`src/inc/adp_pkg.sv`:
```
// package for the converter digital pin interface
// assumes one system clock domain; pins are resynchronised inside the top
package adp_pkg;
   // ----------------------------------------
   // clock and timing
   // ----------------------------------------
   localparam int unsigned SYS_CLK_HZ    = 10_000_000;
   localparam int unsigned MCLK_OUT_HZ   = 1_000_000;
   localparam int unsigned MCLK_HALF_CYC = SYS_CLK_HZ / (2 * MCLK_OUT_HZ);
   localparam logic [7:0]  MCLK_HALF_LAST = 8'(MCLK_HALF_CYC - 1);

   // ----------------------------------------
   // serial frame layout
   // ----------------------------------------
   localparam int unsigned CMD_BITS    = 8;
   localparam int unsigned FRAME_BITS  = 16;
   localparam logic [4:0]  CNT_CMD_END = 5'h08;
   localparam logic [4:0]  CNT_FRM_END = 5'h10;
   localparam int unsigned CMD_RD_POS  = 6;     // 1 = read access
   localparam int unsigned RS_MSB      = 5;     // register select field [5:0]
   localparam int unsigned SPI_NREG    = 16;    // implemented serial registers
   localparam logic [7:0]  SPI_REG_RST = 8'h00;

   // ----------------------------------------
   // wishbone register map (byte addresses)
   // ----------------------------------------
   localparam logic [7:0] ADR_CTRL    = 8'h00;
   localparam logic [7:0] ADR_STATUS  = 8'h04;
   localparam logic [7:0] ADR_MASK    = 8'h08;
   localparam logic [7:0] ADR_SPISTAT = 8'h0C;

   // control register fields
   localparam int unsigned CTL_FIFO_EN   = 0;
   localparam int unsigned CTL_INT_FIFO  = 1;
   localparam int unsigned CTL_CLK_OUT   = 2;
   localparam int unsigned CTL_CLK_EXT   = 3;
   localparam int unsigned CTL_CLK_IRQ   = 4;
   localparam int unsigned CTL_SYNC_CLR  = 5;
   localparam int unsigned CTL_W         = 6;
   localparam logic [5:0]  CTL_RST       = 6'h00;

   // status / mask fields
   localparam int unsigned EV_SPI_WR = 0;
   localparam int unsigned EV_SPI_RD = 1;
   localparam int unsigned EV_SYNC   = 2;
   localparam int unsigned EV_DRDY   = 3;
   localparam int unsigned EV_W      = 4;
   localparam logic [3:0]  EV_RST    = 4'h0;
endpackage

```
`src/design/adp_pin_if.sv`:
```
// digital pin interface of a sigma-delta converter: serial port slave,
// interrupt pin, sync input and two-way master clock pin, with a wishbone
// control port and a level interrupt toward the local processor.
// assumes pins are asynchronous to sys_clk and sclk is much slower than it.
//
// The implementer's own choices: the address map and the Wishbone interface to the registers.
`timescale 1ns/1ns
module adp_pin_if
   import adp_pkg::*;
(
   input  wire logic        sys_clk,
   input  wire logic        nrst,
   // wishbone classic slave
   input  wire logic        cyc_i,
   input  wire logic        stb_i,
   input  wire logic        we_i,
   input  wire logic [7:0]  adr_i,
   input  wire logic [3:0]  sel_i,
   input  wire logic [31:0] dat_i,
   output logic      [31:0] dat_o,
   output logic             ack_o,
   output logic             irq,
   // serial port pins
   input  wire logic        sclk,
   input  wire logic        csN,
   input  wire logic        din,
   output logic             dout,
   output logic             doutOeN,
   // interrupt, sync, clock pins
   output logic             intPin,
   input  wire logic        syncN,
   input  wire logic        clkPinIn,
   output logic             clkPinOut,
   output logic             clkPinOeN,
   // converter core side
   input  wire logic        dataReady,
   input  wire logic        fifoIrq,
   input  wire logic        fifoReady,
   output logic             syncAlign,
   output logic             fifoClear,
   output logic             seqRestart,
   output logic             mclkTick
);

   // ----------------------------------------
   // pin synchronisers
   // ----------------------------------------
   logic [1:0] sclkS_q, csS_q, dinS_q, syncS_q, clkInS_q;
   logic       sclkD_q, syncD_q, clkInD_q;

   // two stages per pin; only stage two is read by logic
   always_ff @(posedge sys_clk or negedge nrst) begin
      if (!nrst) begin
         sclkS_q  <= 2'h3;
         csS_q    <= 2'h3;
         dinS_q   <= 2'h0;
         syncS_q  <= 2'h3;
         clkInS_q <= 2'h0;
         sclkD_q  <= 1'b1;
         syncD_q  <= 1'b1;
         clkInD_q <= 1'b0;
      end else begin
         sclkS_q  <= {sclkS_q[0], sclk};
         csS_q    <= {csS_q[0], csN};
         dinS_q   <= {dinS_q[0], din};
         syncS_q  <= {syncS_q[0], syncN};
         clkInS_q <= {clkInS_q[0], clkPinIn};
         sclkD_q  <= sclkS_q[1];
         syncD_q  <= syncS_q[1];
         clkInD_q <= clkInS_q[1];
      end
   end

   logic sclkRise, csLow, syncFall, clkInRise;
   assign sclkRise  = sclkS_q[1] & ~sclkD_q;
   assign csLow     = ~csS_q[1];
   assign syncFall  = ~syncS_q[1] & syncD_q;
   assign clkInRise = clkInS_q[1] & ~clkInD_q;

   // ----------------------------------------
   // control registers
   // ----------------------------------------
   logic [CTL_W-1:0] ctrl_q;
   logic [EV_W-1:0]  status_q, mask_q;
   logic             wbReq;
   assign wbReq = cyc_i & stb_i & ~ack_o;

   logic fifoEn, intFifo, clkOut, clkExt, clkIrq, syncClr;
   assign fifoEn  = ctrl_q[CTL_FIFO_EN];
   assign intFifo = ctrl_q[CTL_INT_FIFO];
   assign clkOut  = ctrl_q[CTL_CLK_OUT];
   assign clkExt  = ctrl_q[CTL_CLK_EXT];
   assign clkIrq  = ctrl_q[CTL_CLK_IRQ];
   assign syncClr = ctrl_q[CTL_SYNC_CLR];

   // software writes take effect on the edge that raises ack
   always_ff @(posedge sys_clk or negedge nrst) begin
      if (!nrst) begin
         ctrl_q <= CTL_RST;
         mask_q <= EV_RST;
      end else if (wbReq && we_i && sel_i[0]) begin
         if (adr_i == ADR_CTRL) ctrl_q <= dat_i[CTL_W-1:0];
         if (adr_i == ADR_MASK) mask_q <= dat_i[EV_W-1:0];
      end
   end

   // ----------------------------------------
   // serial port engine
   // ----------------------------------------
   logic [4:0]         bitCnt_q;
   logic [7:0]         cmd_q, rxSh_q, txSh_q;
   logic               rdPhase_q;
   logic [7:0]         spiReg_q [SPI_NREG];
   logic               evWr, evRd;
   logic [7:0]         rxNext;
   logic [RS_MSB:0]    rsField;
   logic [7:0]         rdVal;

   assign rxNext  = {rxSh_q[6:0], dinS_q[1]};
   assign rsField = rxNext[RS_MSB:0];
   assign rdVal   = (rsField < 6'(SPI_NREG)) ? spiReg_q[rsField[3:0]] : 8'h00;
   assign evWr    = csLow & sclkRise & (bitCnt_q == CNT_FRM_END - 5'h01) & ~cmd_q[CMD_RD_POS];
   assign evRd    = csLow & sclkRise & (bitCnt_q == CNT_CMD_END - 5'h01) & rxNext[CMD_RD_POS];

   // bit counter and input shifter; select high ends the frame, tied low
   // the count alone frames, so a lost edge misaligns until reset
   always_ff @(posedge sys_clk or negedge nrst) begin
      if (!nrst) begin
         bitCnt_q <= 5'h00;
         rxSh_q   <= 8'h00;
         cmd_q    <= 8'h00;
      end else if (!csLow) begin
         bitCnt_q <= 5'h00;
      end else if (sclkRise) begin
         rxSh_q <= rxNext;
         if (bitCnt_q == CNT_CMD_END - 5'h01) cmd_q <= rxNext;
         bitCnt_q <= (bitCnt_q == CNT_FRM_END - 5'h01) ? 5'h00 : bitCnt_q + 5'h01;
      end
   end

   // serial register bank, written at the last data bit
   always_ff @(posedge sys_clk or negedge nrst) begin
      if (!nrst) begin
         for (int i = 0; i < SPI_NREG; i++) spiReg_q[i] <= SPI_REG_RST;
      end else if (evWr && cmd_q[RS_MSB:0] < 6'(SPI_NREG)) begin
         spiReg_q[cmd_q[3:0]] <= rxNext;
      end
   end

   // output shifter: loaded when a read command completes, moved after each
   // later rising sclk, so every bit stands for a whole sclk period
   always_ff @(posedge sys_clk or negedge nrst) begin
      if (!nrst) begin
         txSh_q    <= 8'h00;
         rdPhase_q <= 1'b0;
      end else if (!csLow) begin
         rdPhase_q <= 1'b0;
      end else if (evRd) begin
         txSh_q    <= rdVal;
         rdPhase_q <= 1'b1;
      end else if (sclkRise && rdPhase_q) begin
         // the sync delay eats most of a half period, so moving on
         // the falling edge would change dout as the host samples it
         txSh_q <= {txSh_q[6:0], 1'b0};
         if (bitCnt_q == CNT_FRM_END - 5'h01) rdPhase_q <= 1'b0;
      end
   end

   // serial output pin; outside a read, with the fifo on, it shows fifo ready (low = ready), else it idles high
   always_ff @(posedge sys_clk or negedge nrst) begin
      if (!nrst) begin
         dout    <= 1'b1;
         doutOeN <= 1'b1;
      end else begin
         doutOeN <= ~csLow;
         if (rdPhase_q) dout <= txSh_q[7];
         else if (fifoEn) dout <= ~fifoReady;
         else dout <= 1'b1;
      end
   end

   // ----------------------------------------
   // sync input
   // ----------------------------------------
   always_ff @(posedge sys_clk or negedge nrst) begin
      if (!nrst) begin
         syncAlign  <= 1'b0;
         fifoClear  <= 1'b0;
         seqRestart <= 1'b0;
      end else begin
         syncAlign  <= syncFall;
         fifoClear  <= syncFall & syncClr;
         seqRestart <= syncFall & syncClr;
      end
   end

   // ----------------------------------------
   // interrupt pin and master clock pin
   // ----------------------------------------
   logic       irqSrc;
   logic [7:0] div_q;
   logic       mclkInt_q, divTick;

   // with the fifo off the selection bit is ignored, so data ready always wins
   assign irqSrc  = (fifoEn && intFifo) ? fifoIrq : dataReady;
   assign divTick = (div_q == MCLK_HALF_LAST);

   always_ff @(posedge sys_clk or negedge nrst) begin
      if (!nrst) intPin <= 1'b0;
      else intPin <= irqSrc;
   end

   // internal clock divider, stopped while an external clock is used
   always_ff @(posedge sys_clk or negedge nrst) begin
      if (!nrst) begin
         div_q     <= 8'h00;
         mclkInt_q <= 1'b0;
      end else if (clkExt) begin
         div_q     <= 8'h00;
         mclkInt_q <= 1'b0;
      end else begin
         div_q <= divTick ? 8'h00 : div_q + 8'h01;
         if (divTick) mclkInt_q <= ~mclkInt_q;
      end
   end

   // pin use: interrupt beats clock out and external clock; external clock releases the pin only with interrupt off
   always_ff @(posedge sys_clk or negedge nrst) begin
      if (!nrst) begin
         clkPinOut <= 1'b0;
         clkPinOeN <= 1'b1;
         mclkTick  <= 1'b0;
      end else begin
         if (clkIrq) begin
            clkPinOut <= irqSrc;
            clkPinOeN <= 1'b0;
         end else if (clkOut && !clkExt) begin
            clkPinOut <= mclkInt_q;
            clkPinOeN <= 1'b0;
         end else begin
            clkPinOut <= 1'b0;
            clkPinOeN <= 1'b1;
         end
         mclkTick <= clkExt ? clkInRise : (divTick & ~mclkInt_q);
      end
   end

   // ----------------------------------------
   // events, wishbone answer, interrupt
   // ----------------------------------------
   logic       drdyD_q;
   logic [EV_W-1:0] evSet;
   logic       stRead;
   assign evSet  = {dataReady & ~drdyD_q, syncFall, evRd, evWr};
   assign stRead = wbReq & ~we_i & (adr_i == ADR_STATUS);

   // sticky flags cleared by a status read; a new event in that cycle stays
   always_ff @(posedge sys_clk or negedge nrst) begin
      if (!nrst) begin
         status_q <= EV_RST;
         drdyD_q  <= 1'b0;
      end else begin
         drdyD_q  <= dataReady;
         status_q <= (stRead ? EV_RST : status_q) | evSet;
      end
   end

   always_ff @(posedge sys_clk or negedge nrst) begin
      if (!nrst) irq <= 1'b0;
      else irq <= |(status_q & mask_q);
   end

   // one wait state; unmapped addresses are acked and read as zero
   always_ff @(posedge sys_clk or negedge nrst) begin
      if (!nrst) begin
         ack_o <= 1'b0;
         dat_o <= 32'h00000000;
      end else begin
         ack_o <= wbReq;
         if (wbReq && !we_i) begin
            unique case (adr_i)
               ADR_CTRL:    dat_o <= {26'h0000000, ctrl_q};
               ADR_STATUS:  dat_o <= {28'h0000000, status_q};
               ADR_MASK:    dat_o <= {28'h0000000, mask_q};
               ADR_SPISTAT: dat_o <= {17'h00000, rdPhase_q, csLow, bitCnt_q, cmd_q[7:0]};
               default:     dat_o <= 32'h00000000;
            endcase
         end
      end
   end

endmodule

```
`config.mk`:
```
export PLATFORM = sky130hd
export DESIGN_NAME = adp_pin_if
export DESIGN_NICKNAME = d
export VERILOG_FILES = /design/src/inc/adp_pkg.sv /design/src/design/adp_pin_if.sv
export SDC_FILE = /design/constraint.sdc
export NUM_CORES = 1
export LEC_CHECK = 0
export BUFFER_PORTS_ARGS = -buffer_cell sky130_fd_sc_hd__buf_2
export CAP_MARGIN = 20
export CORE_ASPECT_RATIO = 0.75
export CORE_MARGIN = 10
export CORE_UTILIZATION = 63
export CTS_CLUSTER_DIAMETER = 30
export DETAILED_ROUTE_END_ITERATION = 10
export HOLD_SLACK_MARGIN = 0.12
export PLACE_DENSITY_LB_ADDON = 0.08
export SLEW_MARGIN = 20
export SYNTH_ARGS = -nofsm -noshare
export SYNTH_HDL_FRONTEND = slang
export SYNTH_SLANG_ARGS = --single-unit
```
`constraint.sdc`:
```
create_clock -name sys_clk -period 3.9 [get_ports sys_clk]
set_input_delay 0 -clock sys_clk [delete_from_list [all_inputs] [get_ports sys_clk]]
set_output_delay 0 -clock sys_clk [all_outputs]
set_load 0.01 [all_outputs]
```
Yosys cells after proc, flatten, opt, wreduce, memory -nomap -nowiden:

Index checks and enable logic that the tools add are counted.

* RAM bits: 0
* output and inout bits: 43
* bits of input ports: 57
* memories: 0
* latch bits: 0
* bits in read-only memories: 0
* word-level logic and storage cells: 141
* flip-flop bits (word level): 236

* reduce and logical (&&, ||, !) cells: 23
* multiply operators: 0
* magnitude comparators: 5
* bitwise gates (word level): 29
* mux-type cells: 30
* equality and inequality tests: 6
* shifts and indexed selects: 0
* divide/modulo/power cells: 0
* add/sub/neg operators: 2

Operators with widths (count)
* $bwmux 128: 1
* $mux 8: 8
* $pmux 15 s4: 1
* $bmux 8 s4: 1
* $demux 8 s4: 1
* $eq 8x3->1 const B: 2
* $eq 8x4->1 const B: 2
* $and 1x1->1: 15
* $mux 5: 3
* $mux 1: 14
* $lt 6x5->1 const B: 2
* $ge 5x5->1 const B: 2
* $not 1->1: 10
* $not 4->5: 2
* $reduce_and 2->1: 5
* $add 8x1->8 const B: 1
* $logic_and 1x1->1: 8
* $logic_not 8->1: 1
* $reduce_bool 2->1: 3
* $reduce_bool 3->1: 2
* $add 5x1->5 const B: 1
* $eq 5x3->1 const B: 1
* $eq 5x4->1 const B: 1
* $lt 5x1->1 const B: 1
* 6 further kinds: 7

Logic depth before layout (Yosys ltp):

* word-level depth: 7
* gate-level depth with buffers: 7
* gate-level depth less buffers: 6

Least setup slack after synthesis:

OpenSTA, ideal clock, no wires.

* kind: register to register
* from: reg bitCnt_q[0]
* to: reg spiReg_q[120] (netlist name)
* stages on the path, launching flop included: 7
* required time: 3775 ps
* arrival: 1983 ps
* library setup time: 125 ps
* clock period less this slack: 2108 ps
* path buffers: 1
* slack: 1792 ps
* cells stage by stage: dfrtp_1 -> ha_1 -> nand4b_2 -> or3_1 -> buf_2 -> nor4_4 -> mux2_2

* cells in the longest elaborated chain, start to end: 4

Ends and longest elaborated chain
* start, declared: line adp_pin_if.sv:110 `logic [4:0] bitCnt_q;`
* start signal, assigned: line adp_pin_if.sv:137 `bitCnt_q <= (bitCnt_q == CNT_FRM_END - 5'h01) ? 5'h00 : bitCnt_q + 5'h01;`
* $eq 5x4->1: line adp_pin_if.sv:122 `assign evWr = csLow & sclkRise & (bitCnt_q == CNT_FRM_END - 5'h01) & ~cmd_q[CMD_RD_POS];`
* $and 1x1->1 (2 in series): line adp_pin_if.sv:122
* $logic_and 1x1->1: line adp_pin_if.sv:145 `end else if (evWr && cmd_q[RS_MSB:0] < 6'(SPI_NREG)) begin`
* end signal, assigned by index: line adp_pin_if.sv:146 `spiReg_q[cmd_q[3:0]] <= rxNext;`
* end, declared: line adp_pin_if.sv:113 `logic [7:0] spiReg_q [SPI_NREG];`

Every way passes these cells.
A chain may end at the register's enable or synchronous reset.

Worst setup path in the final report:

* from: reg ack_o
* to: reg status_q[0]

* cells in the longest elaborated chain, start to end: 6

Ends and longest elaborated chain
* start, declared: line adp_pin_if.sv:21 `output logic ack_o,`
* start signal, assigned: line adp_pin_if.sv:279 `ack_o <= wbReq;`
* $not 1->1: line adp_pin_if.sv:86 `assign wbReq = cyc_i & stb_i & ~ack_o;`
* $and 1x1->1: line adp_pin_if.sv:86
* $and 1x1->1 (2 in series): line adp_pin_if.sv:255 `assign stRead = wbReq & ~we_i & (adr_i == ADR_STATUS);`
* $mux 4: line adp_pin_if.sv:264 `status_q <= (stRead ? EV_RST : status_q) | evSet;`
* $or 4x4->4: line adp_pin_if.sv:264
* end signal, assigned: line adp_pin_if.sv:264
* end, declared: line adp_pin_if.sv:84 `logic [EV_W-1:0] status_q, mask_q;`

Every way passes these cells.

==> reports/metrics.cfg <==
[worst_setup_path]
critical_path_class = flop to flop
critPathLaunchType = flop
ff2ff_setup_slack_ns = 1.18
crit_fanout = 7
crit_top_cell = dlygate4sd3_1
worst-endpoint-required_ns = 4.28
cp_slowest_cell = dlygate4sd3_1
path_cells = nand3b_1 -> dlygate4sd3_1 -> nor2_1 -> nand4b_1 -> dlygate4sd3_1 -> o2bb2ai_1
critPathBufInv = 2
path_delay_family = buffers and inverters
end_kind = flop
cp.arrival_ns = 3.10
cpPeakStageDelay_ns = 0.66

[power_and_ir_drop]
internal_power_uw = 4860
p_clk_frac = 0.526
swShare = 0.237
combPwrFrac = 0.065
power.density_nw_per_um2 = 545
ir_worst_vdd_v = 0.000510
p_total_uw = 6370
total_leakage_power_uw = 0.00566
pwr-share-seq = 0.409
switchingPower_uw = 1510

[detailed_routing]
first_iter_violations = 388
drt.antenna.violating_nets = 0
wl_per_cell_um = 21.8
routed_via_density = 5.96
wirelength_um = 21400
drt_pass1_iterations = 5
vias = 5866
drc = 0

[place]
port-buffer-count = 53
post-dp-hpwl_um = 13300
placed_cells = 895
place_congestion = 0.823

[synthesis]
syn_area_per_cell_um2 = 14.6
synthCells = 672
ys_seq_area_frac = 0.560
yosys.cell_types.count = 54
yosys-top-cells-area = dfrtp_1 (53%), mux2_2 (18%), mux4_2 (8.3%)
netlist.area_leader.share = 0.531
postSynth.asyncResetShare = 1.00
yosysWarnings = 0
syn_area_um2 = 9800
synth_edf_count = 0
synth_largest_area_cell = dfrtp_1
ys_ff_latch = 219
synth_flop_cell = dfrtp_1

[clock_network]
cts.path.max_buffers = 3
cts_buffers = 37
insertion_delay_ns = 0.50
clkTransAtPathRegs_ns = 0.05
cts_setup_buffers = 0
root_buffer = clkbuf_16
cts_max_level = 2
cts_sinks = 219
cts_tree = built

[sta]
hold_viol_final = 0
worst_pin_slew_ns = 0.940
maxSlewViolCount = 0
setup_violations = 0
max_slew_margin = 0.373
grt_setup_unrepaired = false
skew_ns = 0.0156
period_share = 0.698
tns_ns = 0
finalCriticalPeriod_ns = 2.72
fmax_ghz = 0.368

[final_layout]
drive_gt1_frac = 0.445
fin_cells = 985
layout.nets = 812
fillCellCount = 922
syn_to_final_growth_pct = 19.3
utilization = 0.768
diodes = 0

[grt]
grt_use_total = 0.209
antenna_found_initial = 0
grt_pass1_vias = 6458
grt_start_max_net_pins = 115
overflow = 0
grt_pass1_wl_um = 34900

[floorplanning]
dieWidth_um = 164
start_util = 0.644
core-area_um2 = 15200
die_area_um2 = 21000
die_h_um = 128
rows = 39
io_pins = 100

[outcome]
status = complete, no violations

[hold_path]
hold_class = input pin to asynchronous set/reset pin

[job]
maxCapViolCount = 0

[flip-flops by register name, summed over array words and instances, names as in the netlist, 2 cells and up]
| signal | count |
|---|---|
| rxSh_q | 7 |
| clkInS_q | 2 |
| spiReg_q | 128 |
| txSh_q | 8 |
| status_q | 4 |
| dat_o | 15 |
| cmd_q | 8 |
| mask_q | 4 |
| syncS_q | 2 |
| div_q | 8 |
| csS_q | 2 |
| bitCnt_q | 5 |
| ctrl_q | 6 |
| sclkS_q | 2 |
| dinS_q | 2 |
[worst register-to-register path: stages, from the launching register on]
cell	delay (ns)
dfrtp_1	0.38
nand3b_1	0.20
dlygate4sd3_1	0.62
nor2_1	0.32
nand4b_1	0.31
dlygate4sd3_1	0.66
o2bb2ai_1	0.12
[stage by stage]
stage | area (µm²) | hold WS (ns) | setup slack, ns
finish | 11700 | 0.151 | 1.18
detailed placement | 10200 | 0.110 | 1.37
CTS | 11700 | 0.128 | 1.22
floorplan | 9860 | -0.296 | 1.79
global route | 11700 | 0.148 | 1.03
global placement | 10200 | 0.107 | 1.40
[final cells by class]
class / instances / area (µm²) / area share
sequential: 219 / 5500 / 0.470
clock buffer: 52 / 1070 / 0.0919
inverter: 6 / 22.5 / 0.00193
timing repair buffer: 85 / 584 / 0.0500
tap: 205 / 256 / 0.0219
clock inverter: 15 / 233 / 0.0199
multi-input combinational: 403 / 4030 / 0.345
[cell usage after synthesis, types with 2 or more instances]
| cell type | instances |
|---|---|
| dfstp_2 | 11 |
| inv_1 | 6 |
| or3_1 | 3 |
| dfrtp_1 | 208 |
| mux2_2 | 155 |
| a21oi_1 | 3 |
| xor2_1 | 6 |
| nor4_4 | 4 |
| nor2_1 | 22 |
| a22o_1 | 10 |
| and3_1 | 4 |
| mux2i_1 | 16 |
| buf_4 | 19 |
| nor2b_1 | 13 |
| xnor2_1 | 3 |
| nand3_1 | 10 |
| nand2_1 | 26 |
| nand2b_1 | 2 |
| nand4_1 | 4 |
| nor3_1 | 2 |
| a22oi_1 | 4 |
| buf_2 | 15 |
| o21ai_0 | 7 |
| o221ai_1 | 7 |
| o22a_1 | 8 |
| buf_1 | 4 |
| ha_1 | 3 |
| nor3_2 | 2 |
| nand3b_1 | 3 |
| nor3b_1 | 2 |
| clkbuf_1 | 21 |
| and2_1 | 4 |
| nor2_2 | 6 |
| nand4b_1 | 2 |
| mux4_2 | 36 |
| nand3_2 | 3 |
[what timing repair did]
item / in CTS / in global routing
hold endpoints to repair: 142 / 0
gates resized for setup: 0 / 0
hold buffers: 23 / 0
[routing by layer]
metal	up-vias	share of wire	routed length (µm)	track usage
met5	-	0	0	0
met3	33	0.067	1450	0.0443
met1	3070	0.44	9380	0.283
met2	167	0.48	10300	0.338
li1	2596	-	-	-
met4	0	0.015	314	0.0519
[worst paths after layout]
kind	from	cells past startpoint	endpoint
setup / recovery	ack_o	6	status_q[0]
hold / removal	nrst	2	dat_o[3]
setup reg to reg	ack_o	6	status_q[0]
hold reg to reg	dinS_q[0]	0	dinS_q[1]
max in group asynchronous	nrst	3	csS_q[0]
min in group sys_clk	din	2	dinS_q[0]
[kinds of logic (layout without fill, tap and decap cells)]
family,Yosys count,in the layout,synth area share
flops,219,219,0.560
mux,207,207,0.277
simple gates,123,123,0.0805
buf+inv,66,158,0.0352
compound gates,44,44,0.0346
xor+xnor,9,9,0.00804
fa+ha+maj,3,3,0.00383
other cells,1,17,0.000382
[cell usage in the layout, fill, tap and decap left out, drive strengths merged, types with 4 or more instances in the layout]
cell type / Yosys / final
o221ai: 7 / 7
dfrtp: 208 / 208
nor4: 4 / 4
nor2: 28 / 28
nor3: 5 / 5
a22oi: 4 / 4
mux2: 155 / 155
conb: 1 / 17
a22o: 10 / 10
bufinv: 0 / 6
clkbuf: 21 / 53
dfstp: 11 / 11
buf: 39 / 61
and2: 4 / 4
nor2b: 13 / 13
inv: 6 / 7
nand2: 27 / 27
and3: 4 / 4
mux4: 36 / 36
dlygate4sd3: 0 / 23
o21ai: 7 / 7
nand4: 5 / 5
xor2: 6 / 6
clkinv: 0 / 8
o22a: 8 / 8
mux2i: 16 / 16
nand3: 13 / 13
[power groups by stage]
| stage | sequential, µW | clock, µW | combinational, µW |
|---|---|---|---|
| after floorplan | 2460 | 0 | 389 |
| after global routing | 2630 | 3510 | 456 |
| after global placement | 2620 | 0 | 381 |
| final | 2610 | 3350 | 414 |
| after detailed placement | 2630 | 0 | 394 |
| after CTS | 2600 | 3400 | 418 |
Power figures use the tool's default switching activity.
